<file path="src/rtl/hsc_pkg.sv">
// Constants shared by the heat-sealing control sequencer.
package hsc_pkg;
   localparam int unsigned CLK_HZ = 250_000_000;
   localparam int unsigned FLASH_HZ = 4;
   localparam int unsigned FLASH_CYC = CLK_HZ / (2 * FLASH_HZ);
   localparam int unsigned PON_S = 10;
   localparam int unsigned PON_CYC = 32'(64'(PON_S) * 64'(CLK_HZ));
   localparam int unsigned CAL_S = 12;
   localparam int unsigned CAL_CYC = 32'(64'(CAL_S) * 64'(CLK_HZ));
   localparam int unsigned REINIT_MS = 500;
   localparam int unsigned REINIT_CYC = 32'(64'(REINIT_MS) * 64'(CLK_HZ) / 64'd1000);
   localparam int unsigned DEB_MS = 1;
   localparam int unsigned DEB_CYC = 32'(64'(DEB_MS) * 64'(CLK_HZ) / 64'd1000);
   localparam int unsigned ADC_MAX = 1023;
   localparam int unsigned FS_LO_C = 300;
   localparam int unsigned FS_HI_C = 500;
   localparam int unsigned SP_MIN_C = 40;
   localparam int unsigned CAL_REF_C = 20;
   localparam int unsigned EXT_REF_MAX_C = 40;
   localparam int unsigned CP_MIN_PCT = 5;
   localparam int unsigned TOK_PCT = 95;
   localparam int unsigned COOL_MAX_MKS = 100;
   localparam int unsigned CAL_TRIES = 3;
   localparam int unsigned ERR_CAL_FAIL = 114;
   localparam int unsigned ERR_REF_HIGH = 115;
   localparam int unsigned ERR_REF_FLUCT = 116;
   localparam int unsigned ERR_PWR_LO = 101;
   localparam int unsigned ERR_PWR_HI = 103;
   localparam int unsigned ERR_MEAS_LO = 201;
   localparam int unsigned ERR_MEAS_HI = 203;
   localparam int unsigned ERR_SYS_LO = 900;
   localparam int unsigned ERR_SYS_HI = 999;
   localparam int unsigned PIN_CAL = 0;
   localparam int unsigned PIN_START = 1;
   localparam int unsigned PIN_RESET = 2;
   localparam int unsigned PIN_CP = 3;
   localparam int unsigned PIN_N = 4;
endpackage

</file>
<file path="src/rtl/hsc_pin_if.sv">
// Interface between a control-pin conditioner and the sequencer.
`timescale 1ns/100ps
interface hsc_pin_if;
   logic raw;
   logic lvl;
   modport deb (input raw, output lvl);
   modport top (output raw, input lvl);
endinterface

</file>
<file path="src/rtl/hsc_debounce.sv">
// Synchroniser and debouncer for one 24 V control input.
`timescale 1ns/100ps
module hsc_debounce #(
   parameter int unsigned DEB_CYC = hsc_pkg::DEB_CYC
) (
   // Clock and reset.
   input wire logic clk_i,
   input wire logic rst_i,
   // Pin in, clean level out.
   hsc_pin_if.deb p
);
   typedef struct packed {
      logic s1;
      logic s2;
      logic s3;
      logic lvl;
      logic [31:0] cnt;
   } hsc_deb_t;

   hsc_deb_t q_q;
   hsc_deb_t q_d;

   always_comb begin
      q_d = q_q;
      q_d.s1 = p.raw;
      q_d.s2 = q_q.s1;
      q_d.s3 = q_q.s2;
      // A change is counted only while the second and third stage agree.
      if (q_q.s2 == q_q.s3 && q_q.s3 != q_q.lvl) begin
         if (q_q.cnt == 32'(DEB_CYC - 1)) begin
            q_d.lvl = q_q.s3;
            q_d.cnt = '0;
         end else begin
            q_d.cnt = q_q.cnt + 32'h1;
         end
      end else begin
         q_d.cnt = '0;
      end
   end

   always_ff @(posedge clk_i) begin
      if (rst_i) begin
         q_q <= '0;
      end else begin
         q_q <= q_d;
      end
   end

   assign p.lvl = q_q.lvl;
endmodule // hsc_debounce

</file>
<file path="src/rtl/hsc_sequencer.sv">
// Control sequencer and indicators of the heat-sealing temperature controller.
// Overview of operation
// - Calibration LED flashes 4 Hz while calibration is requested but blocked.
// - Calibration LED stays on while a calibration run executes.
// - Heat LED stays on while a heating request is executed.
// - Constant-power LED on while running, flashes fast while requested but blocked.
// - Temperature-ok LED on inside monitoring band, or at 95% of setpoint.
// - Green output LED brightness follows heating current during control.
// - Setpoint input maps 0 V to 0 C, full scale 300 or 500 C.
// - Start with setpoint at or below 40 C gives no heating, heat LED flashes.
// - Actual-value output scales 0 C to zero and full scale to maximum.
// - Outside calibration and reset, the actual-value output carries the error indication during alarm.
// - Calibration reference defaults to 20 C.
// - External reference comes from setpoint input, 3 to 40 C, held by partner.
// - External reference above 40 C or fluctuating raises errors 115, 116.
// - A pulse starts calibration; it runs about 12 s without heating.
// - Actual-value output forced to zero during calibration.
// - Fluctuation retries calibration, three attempts total, then error 114.
// - Calibration requests within 10 s of power-on are rejected.
// - Calibration deferred while cooling above 0.1 K/s, starts when slower if the request is still held.
// - Calibration refused while start or reset asserted; calibration LED flashes.
// - Error groups block calibration; power errors only before first good run.
// - Heating regulates toward setpoint while start asserted, stops on release.
// - Start ignored during calibration or reset.
// - After reset release, 500 ms initialisation before next heating start.
`timescale 1ns/100ps
module hsc_sequencer #(
   parameter int unsigned PON_CYC = hsc_pkg::PON_CYC,
   parameter int unsigned CAL_CYC = hsc_pkg::CAL_CYC,
   parameter int unsigned REINIT_CYC = hsc_pkg::REINIT_CYC,
   parameter int unsigned FLASH_CYC = hsc_pkg::FLASH_CYC,
   parameter int unsigned DEB_CYC = hsc_pkg::DEB_CYC
) (
   // Clock and reset.
   input wire logic clk_i,
   input wire logic rst_i,
   // 24 V control inputs.
   input wire logic zero_calibration_i,
   input wire logic start_req_i,
   input wire logic reset_req_i,
   input wire logic constant_power_request_i,
   // Configuration.
   input wire logic range_500_i,
   input wire logic ext_ref_sel_i,
   input wire logic band_mode_i,
   // Measurement and diagnosis.
   input wire logic [9:0] setpoint_code_i,
   input wire logic [9:0] actual_temp_i,
   input wire logic [7:0] heat_current_i,
   input wire logic [15:0] cool_rate_i,
   input wire logic temp_fluct_i,
   input wire logic ref_fluct_i,
   input wire logic band_ok_i,
   input wire logic err_valid_i,
   input wire logic [9:0] err_code_i,
   input wire logic alarm_i,
   input wire logic [9:0] alarm_level_i,
   // Indicators.
   output logic cal_led_o,
   output logic heat_led_o,
   output logic cp_led_o,
   output logic temp_ok_led_o,
   output logic output_led_o,
   // Control and status.
   output logic heat_enable_o,
   output logic cp_enable_o,
   output logic cal_busy_o,
   output logic [5:0] cal_ref_o,
   output logic [9:0] actual_out_o,
   output logic [9:0] cal_err_o,
   output logic cal_err_stb_o
);
   typedef enum logic [1:0] {CS_IDLE, CS_DEFER, CS_RUN} hsc_cs_t;
   typedef struct packed {
      hsc_cs_t cs;
      logic zc_prev;
      logic rs_prev;
      logic pon;
      logic [31:0] pcnt;
      logic [31:0] ccnt;
      logic [1:0] tries;
      logic fluct;
      logic okonce;
      logic [31:0] rcnt;
      logic [31:0] fcnt;
      logic [2:0] fdiv;
      logic [7:0] pwm;
      logic cal_led;
      logic heat_led;
      logic cp_led;
      logic tok_led;
      logic out_led;
      logic heat_en;
      logic cp_en;
      logic cal_busy;
      logic [5:0] ref_c;
      logic [9:0] act;
      logic [9:0] err;
      logic err_stb;
   } hsc_st_t;

   hsc_st_t st_q;
   hsc_st_t st_d;
   logic [hsc_pkg::PIN_N-1:0] raw_v;
   logic [hsc_pkg::PIN_N-1:0] lvl_v;
   logic zc, st, rs, cp;
   logic [9:0] fs_c, sp_c;
   logic [19:0] sp_prod, dac_prod, dac_q;
   logic [9:0] dac;
   logic eb, hard, cool_fast, go, run, hblk, cpblk, cal_req, fast, slow;

   assign raw_v[hsc_pkg::PIN_CAL] = zero_calibration_i;
   assign raw_v[hsc_pkg::PIN_START] = start_req_i;
   assign raw_v[hsc_pkg::PIN_RESET] = reset_req_i;
   assign raw_v[hsc_pkg::PIN_CP] = constant_power_request_i;

   for (genvar g = 0; g < hsc_pkg::PIN_N; g++) begin : g_pin
      hsc_pin_if pin ();
      assign pin.raw = raw_v[g];
      assign lvl_v[g] = pin.lvl;
      hsc_debounce #(.DEB_CYC(DEB_CYC)) u_deb (
         .clk_i(clk_i),
         .rst_i(rst_i),
         .p(pin.deb)
      );
   end

   assign zc = lvl_v[hsc_pkg::PIN_CAL];
   assign st = lvl_v[hsc_pkg::PIN_START];
   assign rs = lvl_v[hsc_pkg::PIN_RESET];
   assign cp = lvl_v[hsc_pkg::PIN_CP];

   always_comb begin
      st_d = st_q;
      fs_c = range_500_i ? 10'(hsc_pkg::FS_HI_C) : 10'(hsc_pkg::FS_LO_C);
      sp_prod = 20'(setpoint_code_i) * 20'(fs_c);
      sp_c = 10'(sp_prod / 20'(hsc_pkg::ADC_MAX));
      dac_prod = 20'(actual_temp_i) * 20'(hsc_pkg::ADC_MAX);
      dac_q = dac_prod / 20'(fs_c);
      dac = (dac_q > 20'(hsc_pkg::ADC_MAX)) ? 10'(hsc_pkg::ADC_MAX) : dac_q[9:0];
      run = (st_q.cs == CS_RUN);
      fast = st_q.fdiv[0];
      slow = st_q.fdiv[2];
      // Blocking error groups; power-side errors count only before the first good run.
      eb = err_valid_i && ((err_code_i >= 10'(hsc_pkg::ERR_MEAS_LO) && err_code_i <= 10'(hsc_pkg::ERR_MEAS_HI))
         || (err_code_i >= 10'(hsc_pkg::ERR_SYS_LO) && err_code_i <= 10'(hsc_pkg::ERR_SYS_HI))
         || (!st_q.okonce && err_code_i >= 10'(hsc_pkg::ERR_PWR_LO)
         && err_code_i <= 10'(hsc_pkg::ERR_PWR_HI)));
      hard = !st_q.pon || st || rs || eb;
      cool_fast = cool_rate_i > 16'(hsc_pkg::COOL_MAX_MKS);
      go = 1'b0;
      st_d.err_stb = 1'b0;
      st_d.zc_prev = zc;
      st_d.rs_prev = rs;

      if (!st_q.pon) begin
         if (st_q.pcnt == 32'(PON_CYC - 1)) begin
            st_d.pon = 1'b1;
         end else begin
            st_d.pcnt = st_q.pcnt + 32'h1;
         end
      end

      if (st_q.fcnt == 32'(FLASH_CYC - 1)) begin
         st_d.fcnt = '0;
         st_d.fdiv = st_q.fdiv + 3'h1;
      end else begin
         st_d.fcnt = st_q.fcnt + 32'h1;
      end

      if (st_q.rs_prev && !rs) begin
         st_d.rcnt = 32'(REINIT_CYC);
      end else if (st_q.rcnt != 32'h0) begin
         st_d.rcnt = st_q.rcnt - 32'h1;
      end

      case (st_q.cs)
         CS_IDLE: begin
            // The request is a pulse; a rejected one is dropped, not remembered.
            if (zc && !st_q.zc_prev && !hard) begin
               st_d.tries = '0;
               if (cool_fast) begin
                  st_d.cs = CS_DEFER;
               end else begin
                  go = 1'b1;
               end
            end
         end
         CS_DEFER: begin
            if (!zc || hard) begin
               st_d.cs = CS_IDLE;
            end else if (!cool_fast) begin
               go = 1'b1;
            end
         end
         CS_RUN: begin
            st_d.ccnt = st_q.ccnt + 32'h1;
            if (temp_fluct_i) begin
               st_d.fluct = 1'b1;
            end
            if (ext_ref_sel_i && ref_fluct_i) begin
               st_d.cs = CS_IDLE;
               st_d.err = 10'(hsc_pkg::ERR_REF_FLUCT);
               st_d.err_stb = 1'b1;
            end else if (st_q.ccnt == 32'(CAL_CYC - 1)) begin
               if (st_q.fluct || temp_fluct_i) begin
                  if (st_q.tries == 2'(hsc_pkg::CAL_TRIES - 1)) begin
                     st_d.cs = CS_IDLE;
                     st_d.err = 10'(hsc_pkg::ERR_CAL_FAIL);
                     st_d.err_stb = 1'b1;
                  end else begin
                     st_d.tries = st_q.tries + 2'h1;
                     st_d.ccnt = '0;
                     st_d.fluct = 1'b0;
                  end
               end else begin
                  st_d.cs = CS_IDLE;
                  st_d.okonce = 1'b1;
               end
            end
         end
         default: begin
            st_d.cs = CS_IDLE;
         end
      endcase

      if (go) begin
         if (ext_ref_sel_i && sp_c > 10'(hsc_pkg::EXT_REF_MAX_C)) begin
            st_d.cs = CS_IDLE;
            st_d.err = 10'(hsc_pkg::ERR_REF_HIGH);
            st_d.err_stb = 1'b1;
         end else begin
            st_d.cs = CS_RUN;
            st_d.ccnt = '0;
            st_d.fluct = 1'b0;
            st_d.err = '0;
            st_d.ref_c = ext_ref_sel_i ? sp_c[5:0] : 6'(hsc_pkg::CAL_REF_C);
         end
      end

      st_d.cal_busy = (st_d.cs == CS_RUN);
      cal_req = zc || (st_q.cs == CS_DEFER);
      if (run) begin
         st_d.cal_led = 1'b1;
      end else if (cal_req && (hard || st_q.cs == CS_DEFER)) begin
         st_d.cal_led = fast;
      end else begin
         st_d.cal_led = rs && slow;
      end

      // The cycle right after reset is released still blocks, before the reinit counter is loaded.
      hblk = run || rs || st_q.rs_prev || st_q.rcnt != 32'h0 || sp_c <= 10'(hsc_pkg::SP_MIN_C);
      st_d.heat_en = st && !hblk;
      if (st_q.heat_en) begin
         st_d.heat_led = 1'b1;
      end else begin
         st_d.heat_led = st && hblk && fast;
      end
      if (st_q.heat_en && !err_valid_i) begin
         st_d.okonce = 1'b1;
      end

      cpblk = run || rs || (17'(setpoint_code_i) * 17'd100
         <= 17'(hsc_pkg::ADC_MAX) * 17'(hsc_pkg::CP_MIN_PCT));
      st_d.cp_en = cp && !cpblk;
      st_d.cp_led = st_q.cp_en || (cp && cpblk && fast);

      if (band_mode_i) begin
         st_d.tok_led = band_ok_i;
      end else begin
         st_d.tok_led = 17'(actual_temp_i) * 17'd100 >= 17'(sp_c) * 17'(hsc_pkg::TOK_PCT);
      end

      st_d.pwm = st_q.pwm + 8'h1;
      st_d.out_led = st_q.heat_en && (st_q.pwm < heat_current_i);

      if (run || rs) begin
         st_d.act = '0;
      end else if (alarm_i) begin
         st_d.act = alarm_level_i;
      end else begin
         st_d.act = dac;
      end
   end

   always_ff @(posedge clk_i) begin
      if (rst_i) begin
         st_q <= '0;
      end else begin
         st_q <= st_d;
      end
   end

   assign cal_led_o = st_q.cal_led;
   assign heat_led_o = st_q.heat_led;
   assign cp_led_o = st_q.cp_led;
   assign temp_ok_led_o = st_q.tok_led;
   assign output_led_o = st_q.out_led;
   assign heat_enable_o = st_q.heat_en;
   assign cp_enable_o = st_q.cp_en;
   assign cal_busy_o = st_q.cal_busy;
   assign cal_ref_o = st_q.ref_c;
   assign actual_out_o = st_q.act;
   assign cal_err_o = st_q.err;
   assign cal_err_stb_o = st_q.err_stb;
endmodule // hsc_sequencer

</file>
<file path="config.mk">
export PLATFORM = sky130hd
export DESIGN_NAME = hsc_sequencer
export DESIGN_NICKNAME = d
export VERILOG_FILES = /design/src/rtl/hsc_pkg.sv /design/src/rtl/hsc_pin_if.sv /design/src/rtl/hsc_debounce.sv /design/src/rtl/hsc_sequencer.sv
export SDC_FILE = /design/constraint.sdc
export NUM_CORES = 1
export LEC_CHECK = 0
export ABC_AREA = 1
export BUFFER_PORTS_ARGS = -buffer_cell sky130_fd_sc_hd__buf_2
export CORE_MARGIN = 2
export CORE_UTILIZATION = 60
export DETAILED_ROUTE_END_ITERATION = 10
export GPL_TIMING_DRIVEN = 0
export PLACE_DENSITY = 0.87
export SETUP_SLACK_MARGIN = 0.15
export SYNTH_ARGS = -nofsm -noshare
export SYNTH_HDL_FRONTEND = slang
export SYNTH_SLANG_ARGS = --single-unit
</file>
<file path="constraint.sdc">
create_clock -name clk_i -period 75.5 [get_ports clk_i]
set_clock_uncertainty 0.1 [all_clocks]
set_input_delay 15.1 -clock clk_i [delete_from_list [all_inputs] [get_ports clk_i]]
set_output_delay 15.1 -clock clk_i [all_outputs]
set_load 0.01 [all_outputs]
</file>
* After elaboration in Yosys (flattened, before gate mapping)
Index checks and enable logic that the tools add are counted.
Word-level totals: output and inout bits 35, input port bits 78, register bits after elaboration 327
Operators by class: order comparisons 13, reduce and logical (&&, ||, !) cells 74, divide/modulo/power cells 2, $mul 5, bitwise logic cells 7, eq/ne operators 26, add/subtract/negate cells 11, mux-type cells 50
Operators with widths (count):
- 32-bit by 1-bit adder with 32-bit output (second input constant) | 7
- 32-bit by 18-bit == test with 1-bit output (second input constant) | 4
- 32-bit 2-to-1 mux | 4
- 36-bit 2-to-1 mux | 2
- 35-bit 2-to-1 mux | 2
- 11-bit 2-to-1 mux | 6
- 32-bit == test (second input constant) | 2
- 27-bit 2-to-1 mux | 2
- 33-bit 2-to-1 mux | 1
- 32-bit by 25-bit == test with 1-bit output (second input constant) | 1
- 32-bit nonzero test | 1
- 32-bit by 1-bit subtractor with 32-bit output (second input constant) | 1
- 10-bit by 5-bit multiplier with 15-bit output (second input constant) | 2
- 1-bit logical AND | 24
- 2-bit 2-to-1 mux | 11
- 20-bit by 10-bit divider with 20-bit output | 1
- 20-bit by 10-bit divider with 20-bit output (second input constant) | 1
- 20-bit by 10-bit greater-than comparator with 1-bit output (second input constant) | 1
- 10-bit by 10-bit multiplier with 20-bit output (second input constant) | 1
- 10-bit 2-to-1 mux | 2
- 10-bit by 9-bit multiplier with 19-bit output | 1
- 17-bit >= comparator | 1
- 17-bit by 13-bit less-or-equal comparator with 1-bit output (second input constant) | 1
- 10-bit by 7-bit multiplier with 17-bit output (second input constant) | 1
- other kinds (37) | 108

* Depth between registers and ports, before layout
word-level depth 12, mapped depth 154, gate-level depth less buffers 149

* Modules after synthesis
Synthesis repeated with hierarchy kept, for this count alone.
Unflattened totals: cells, all modules 4946, area, all modules 32618.8 µm²
By module, submodules not included:
- hsc_sequencer | cells each 3626, times used 1, area an instance 24200.7 µm², seq. area each 3543.4 µm²
- hsc_debounce | cells each 330, times used 4, area an instance 2104.5 µm², seq. area each 720.7 µm²

* Worst setup path before layout
OpenSTA, ideal clock, no wires.
kind input port to flip-flop, from in actual_temp_i[6], to reg st_q, in the netlist actual_out_o[0], slack 40.846 ns, path buffers 6, arrival time 34.434 ns, stages 135, setup time 0.119 ns, required time 75.281 ns, cell sequence inv_1 fa_1 inv_1 fa_1 fa_1 fa_1 fa_1 ha_1 nand2_1 nand2_1 nand2_1 nand2_1 a21oi_1 nand2_1 nand2_2 nand2_1 a21oi_1 xnor2_1 [99 not listed] nand2_1 a21oi_1 nand3_1 nand2_4 a21oi_4 nand2_4 xor2_1 ha_1 a21o_1 a21oi_1 nand3b_1 o21ai_0 nand2_1 nand3_1 a21oi_1 nand3_1 nor2_1 a21oi_1
Between the ends: cells in the longest elaborated chain, start to end 5
Ends and longest elaborated chain:
- from (decl) | RTL line hsc_sequencer.sv:48 | input wire logic [9:0] actual_temp_i,
- 10-bit by 10-bit multiplier with 20-bit output * | RTL line hsc_sequencer.sv:138 | dac_prod = 20'(actual_temp_i) * 20'(hsc_pkg::ADC_MAX);
- 20-bit by 10-bit divider with 20-bit output * | RTL line hsc_sequencer.sv:139 | dac_q = dac_prod / 20'(fs_c);
- 20-bit by 10-bit greater-than comparator with 1-bit output | RTL line hsc_sequencer.sv:140 | dac = (dac_q > 20'(hsc_pkg::ADC_MAX)) ? 10'(hsc_pkg::ADC_MAX) : dac_q[9:0];
- 10-bit 2-to-1 mux * | RTL line hsc_sequencer.sv:140
- 10-bit 2-to-1 mux * | RTL line hsc_sequencer.sv:279 | end else if (alarm_i) begin
- to (signal assigned) | RTL line hsc_sequencer.sv:290 | st_q <= st_d;
- to (decl) | RTL line hsc_sequencer.sv:102 | hsc_st_t st_q;
Mark *: on every way between the ends. The rest lies on a longest branch, timed or not. A chain may end at the register's enable or synchronous reset.

* Final worst setup path
from in actual_temp_i[7], to reg st_q, in the netlist actual_out_o[0]
Same word-level chain as after synthesis.

==> impl_metrics.csv <==
group,metric,value,unit
timing,finalHoldViolations,0,
clock_tree,cts_buffers,35,
grt,grt_pass1_wl,117000,µm
worst_setup_path,path_buf_inv,21,
detailed_routing,drc,0,
yosys,yosys.area.top_type,"dfxtp_1",
grt,grt_pass1_vias,26993,
grt,grt_max_degree,41,
timing,slew-limit-headroom,0.286,
yosys,netlist_instances,4456,
yosys,synth_area,0.0303,mm²
yosys,synth_ff_type,"dfxtp_1",
clock_tree,cts_resized,0,
final_layout,nFillCells,4226,
die,core_area,0.0501,mm²
worst_setup_path,cp_data_arrival_time,37.83,ns
timing,rsz0062_at_grt,"no",
clock_tree,hold_buffers,0,
place,gp_congestion,0.902,
yosys,synth_area_per_cell,6.81,µm²
timing,worstMarginPinSlew,1.07,ns
worst_setup_path,cp_common_cell,"nand2_1",
clock_tree,post_cts_buffers,0,
clock_tree,cts_tree,"yes",
final_layout,layout-drive-gt1-share,0.0854,
die,die_h,229,µm
worst_hold_path,hold_path_class,"reg -> reg",
status,status,"finished clean",
detailed_routing,drt_iter0_drc,1565,
final_layout,finalNetCount,5093,
clock_tree,cts.reportedPaths.clkPinSlew,0.06,ns
timing,min_period,37.50,ns
timing,max_freq,0.0267,GHz
detailed_routing,dr.pass1.iters,6,
worst_setup_path,critPathSlowestCell,"fa_1",
worst_setup_path,endpoint_kind,"flip-flop",
clock_tree,h-tree-depth,2,
yosys,synth_edf_count,0,
yosys,synth_top_area_frac,0.212,
worst_setup_path,cpPeakStageDelay,0.59,ns
clock_tree,root_buffer,"clkbuf_16",
yosys,synth_commonest_cells,"877 x nand2_1, 842 x inv_1, 470 x nor2_1, 321 x dfxtp_1, 286 x ha_1",
worst_setup_path,rr_worst_depth,25,
yosys,seq_area_frac_synth,0.212,
detailed_routing,ant_nets,0,
detailed_routing,via_per_inst,5.30,
worst_setup_path,crit_required,75.83,ns
die,die_width,229,µm
worst_setup_path,worstPathMaxFanout,10,
yosys,synth_warnings,0,
detailed_routing,drt_wl_total,66700,µm
yosys,ys_async_sr_fraction,0,
die,die_area,0.0524,mm²
clock_tree,clock_latency,0.56,ns
grt,antenna_found_initial,1,
timing,final-max-slew-violation-count,0,
worst_setup_path,cp.depth,139,
detailed_routing,num_vias,28113,
die,start_util,0.606,
clock_tree,clockBufferDepth,3,
clock_tree,cts_sinks,321,
grt,gr-total-overflow,0,
worst_hold_path,holdPathStages,2,
run,maxCapViolCount,0,
place,io_buffers,107,
grt,grt_usage,0.256,
timing,setup_tns,0,ns
detailed_routing,wl_per_cell,12.6,µm
yosys,yosysMostFrequentCell,"nand2_1",
place,hpwlAfterDp,53600,µm
timing,period_share,0.497,
worst_setup_path,critical_path_class,"in -> reg",
yosys,ys_ff_latch,321,
final_layout,synthToLayoutAreaGrowth,8.38,%
yosys,ys_types,69,
worst_setup_path,cp-start-kind,"input pin",
die,io_pins,113,
yosys,synth_area_leaders,"dfxtp_1 21%, ha_1 12%, nand2_1 11%, inv_1 10%, fa_1 8.3%",
timing,setup_violations,0,
worst_setup_path,critical_path.top_delay_family,"simple AND/OR/NAND/NOR gates",
die,row_count,82,
[layout by cell type, fill, tap and decap left out, types with 103 or more instances in the layout]
cell and count:
inv_1 841, nand2_1 877, nand3_1 250, a21oi_1 258, dfxtp_1 321, buf_2 107, o21ai_0 144, fa_1 125
xor2_1 103, nor3_1 118, ha_1 286, nor2_1 470
[cell families after synthesis]
| family | count (synthesis) | synth area share |
|---|---|---|
| buf+inv | 951 | 0.124 |
| xor+xnor | 151 | 0.0436 |
| flops | 321 | 0.212 |
| simple gates | 2080 | 0.320 |
| other cells | 2 | 0.000248 |
| fa+ha+maj | 411 | 0.201 |
| compound gates | 540 | 0.100 |
[sequential cells by signal, indices dropped and copies added (netlist names)]
name,cells
fast,1
actual_out_o,10
st_q,146
g_pin.u_deb.q_q,132
cal_busy_o,1
output_led_o,1
cal_led_o,1
heat_led_o,1
g_pin.u_deb.q_d,8
heat_enable_o,1
cal_err_o,4
cp_enable_o,1
cal_ref_o,6
temp_ok_led_o,1
cp_led_o,1
cal_err_stb_o,1
slow,1
g_pin.u_deb.p.lvl,4
[path summary, 6_finish.rpt]
check | start | end | slack (ns)
worst max register to register | st_q[146] | st_q[177] | 71.24
worst max-delay path | actual_temp_i[7] | actual_out_o[0] | 38.00
worst min register to register | g_pin[1].u_deb.q_d[34] | g_pin[1].u_deb.q_d[33] | 0.30
worst min-delay path | g_pin[1].u_deb.q_d[34] | g_pin[1].u_deb.q_d[33] | 0.30
[metrics by stage]
stage | setup WS, ns | std cells | hold WS (ns) | util | area (µm²)
2_1_floorplan | 40.85 | 4460 | 0.288 | - | 30300
3_3_place_gp | 37.99 | 5239 | 0.290 | 0.633 | 31700
3_5_place_dp | 37.57 | 5239 | 0.297 | 0.633 | 31700
4_1_cts | 38.07 | 5300 | 0.309 | 0.656 | 32900
5_1_grt | 36.04 | 5301 | 0.322 | 0.656 | 32900
6_report | 38.00 | 5301 | 0.304 | 0.656 | 32900
[worst reg2reg max path, cell delays in order, from the launching register on]
cell     delay, ns
dfxtp_1       0.33
ha_1          0.24
inv_1         0.09
nor4_1        0.07
nand4_1       0.10
nand2_1       0.11
nor2_1        0.14
nand3_1       0.13
nor2_1        0.11
inv_1         0.08
nor2_1        0.08
nand3_1       0.09
nor3_1        0.23
nand4_1       0.19
nor2_1        0.16
nand3_1       0.10
nor3_1        0.30
nand3_1       0.15
nor3b_1       0.34
nand3_1       0.15
nor2_1        0.12
inv_1         0.08
nor3_1        0.27
nand4_1       0.18
a21oi_1       0.16
o21a_1        0.13
[routing by layer]
| layer | vias to the layer above | track usage | share of wire |
|---|---|---|---|
| li1 | 14549 | - | - |
| met1 | 12864 | 0.318 | 0.45 |
| met2 | 579 | 0.463 | 0.48 |
| met3 | 121 | 0.0257 | 0.038 |
| met4 | 0 | 0.0844 | 0.028 |
| met5 | - | 0 | 0 |
[final cells by class]
cell class / count / area (µm²) / share of cell area
diodes: 1 / 2.50 / 0.0000761
plain buffers: 67 / 432 / 0.0131
clock buffers: 46 / 967 / 0.0294
clock inverters: 15 / 181 / 0.00552
inverters: 884 / 3320 / 0.101
multi-input cells: 3188 / 20200 / 0.613
flip-flops and latches: 321 / 6430 / 0.196
well taps: 672 / 841 / 0.0256
repair buffers: 107 / 536 / 0.0163
Power is left out: the tool's default activity adds up to more than one toggle a clock period on the data nets, which glitch-free logic cannot reach.
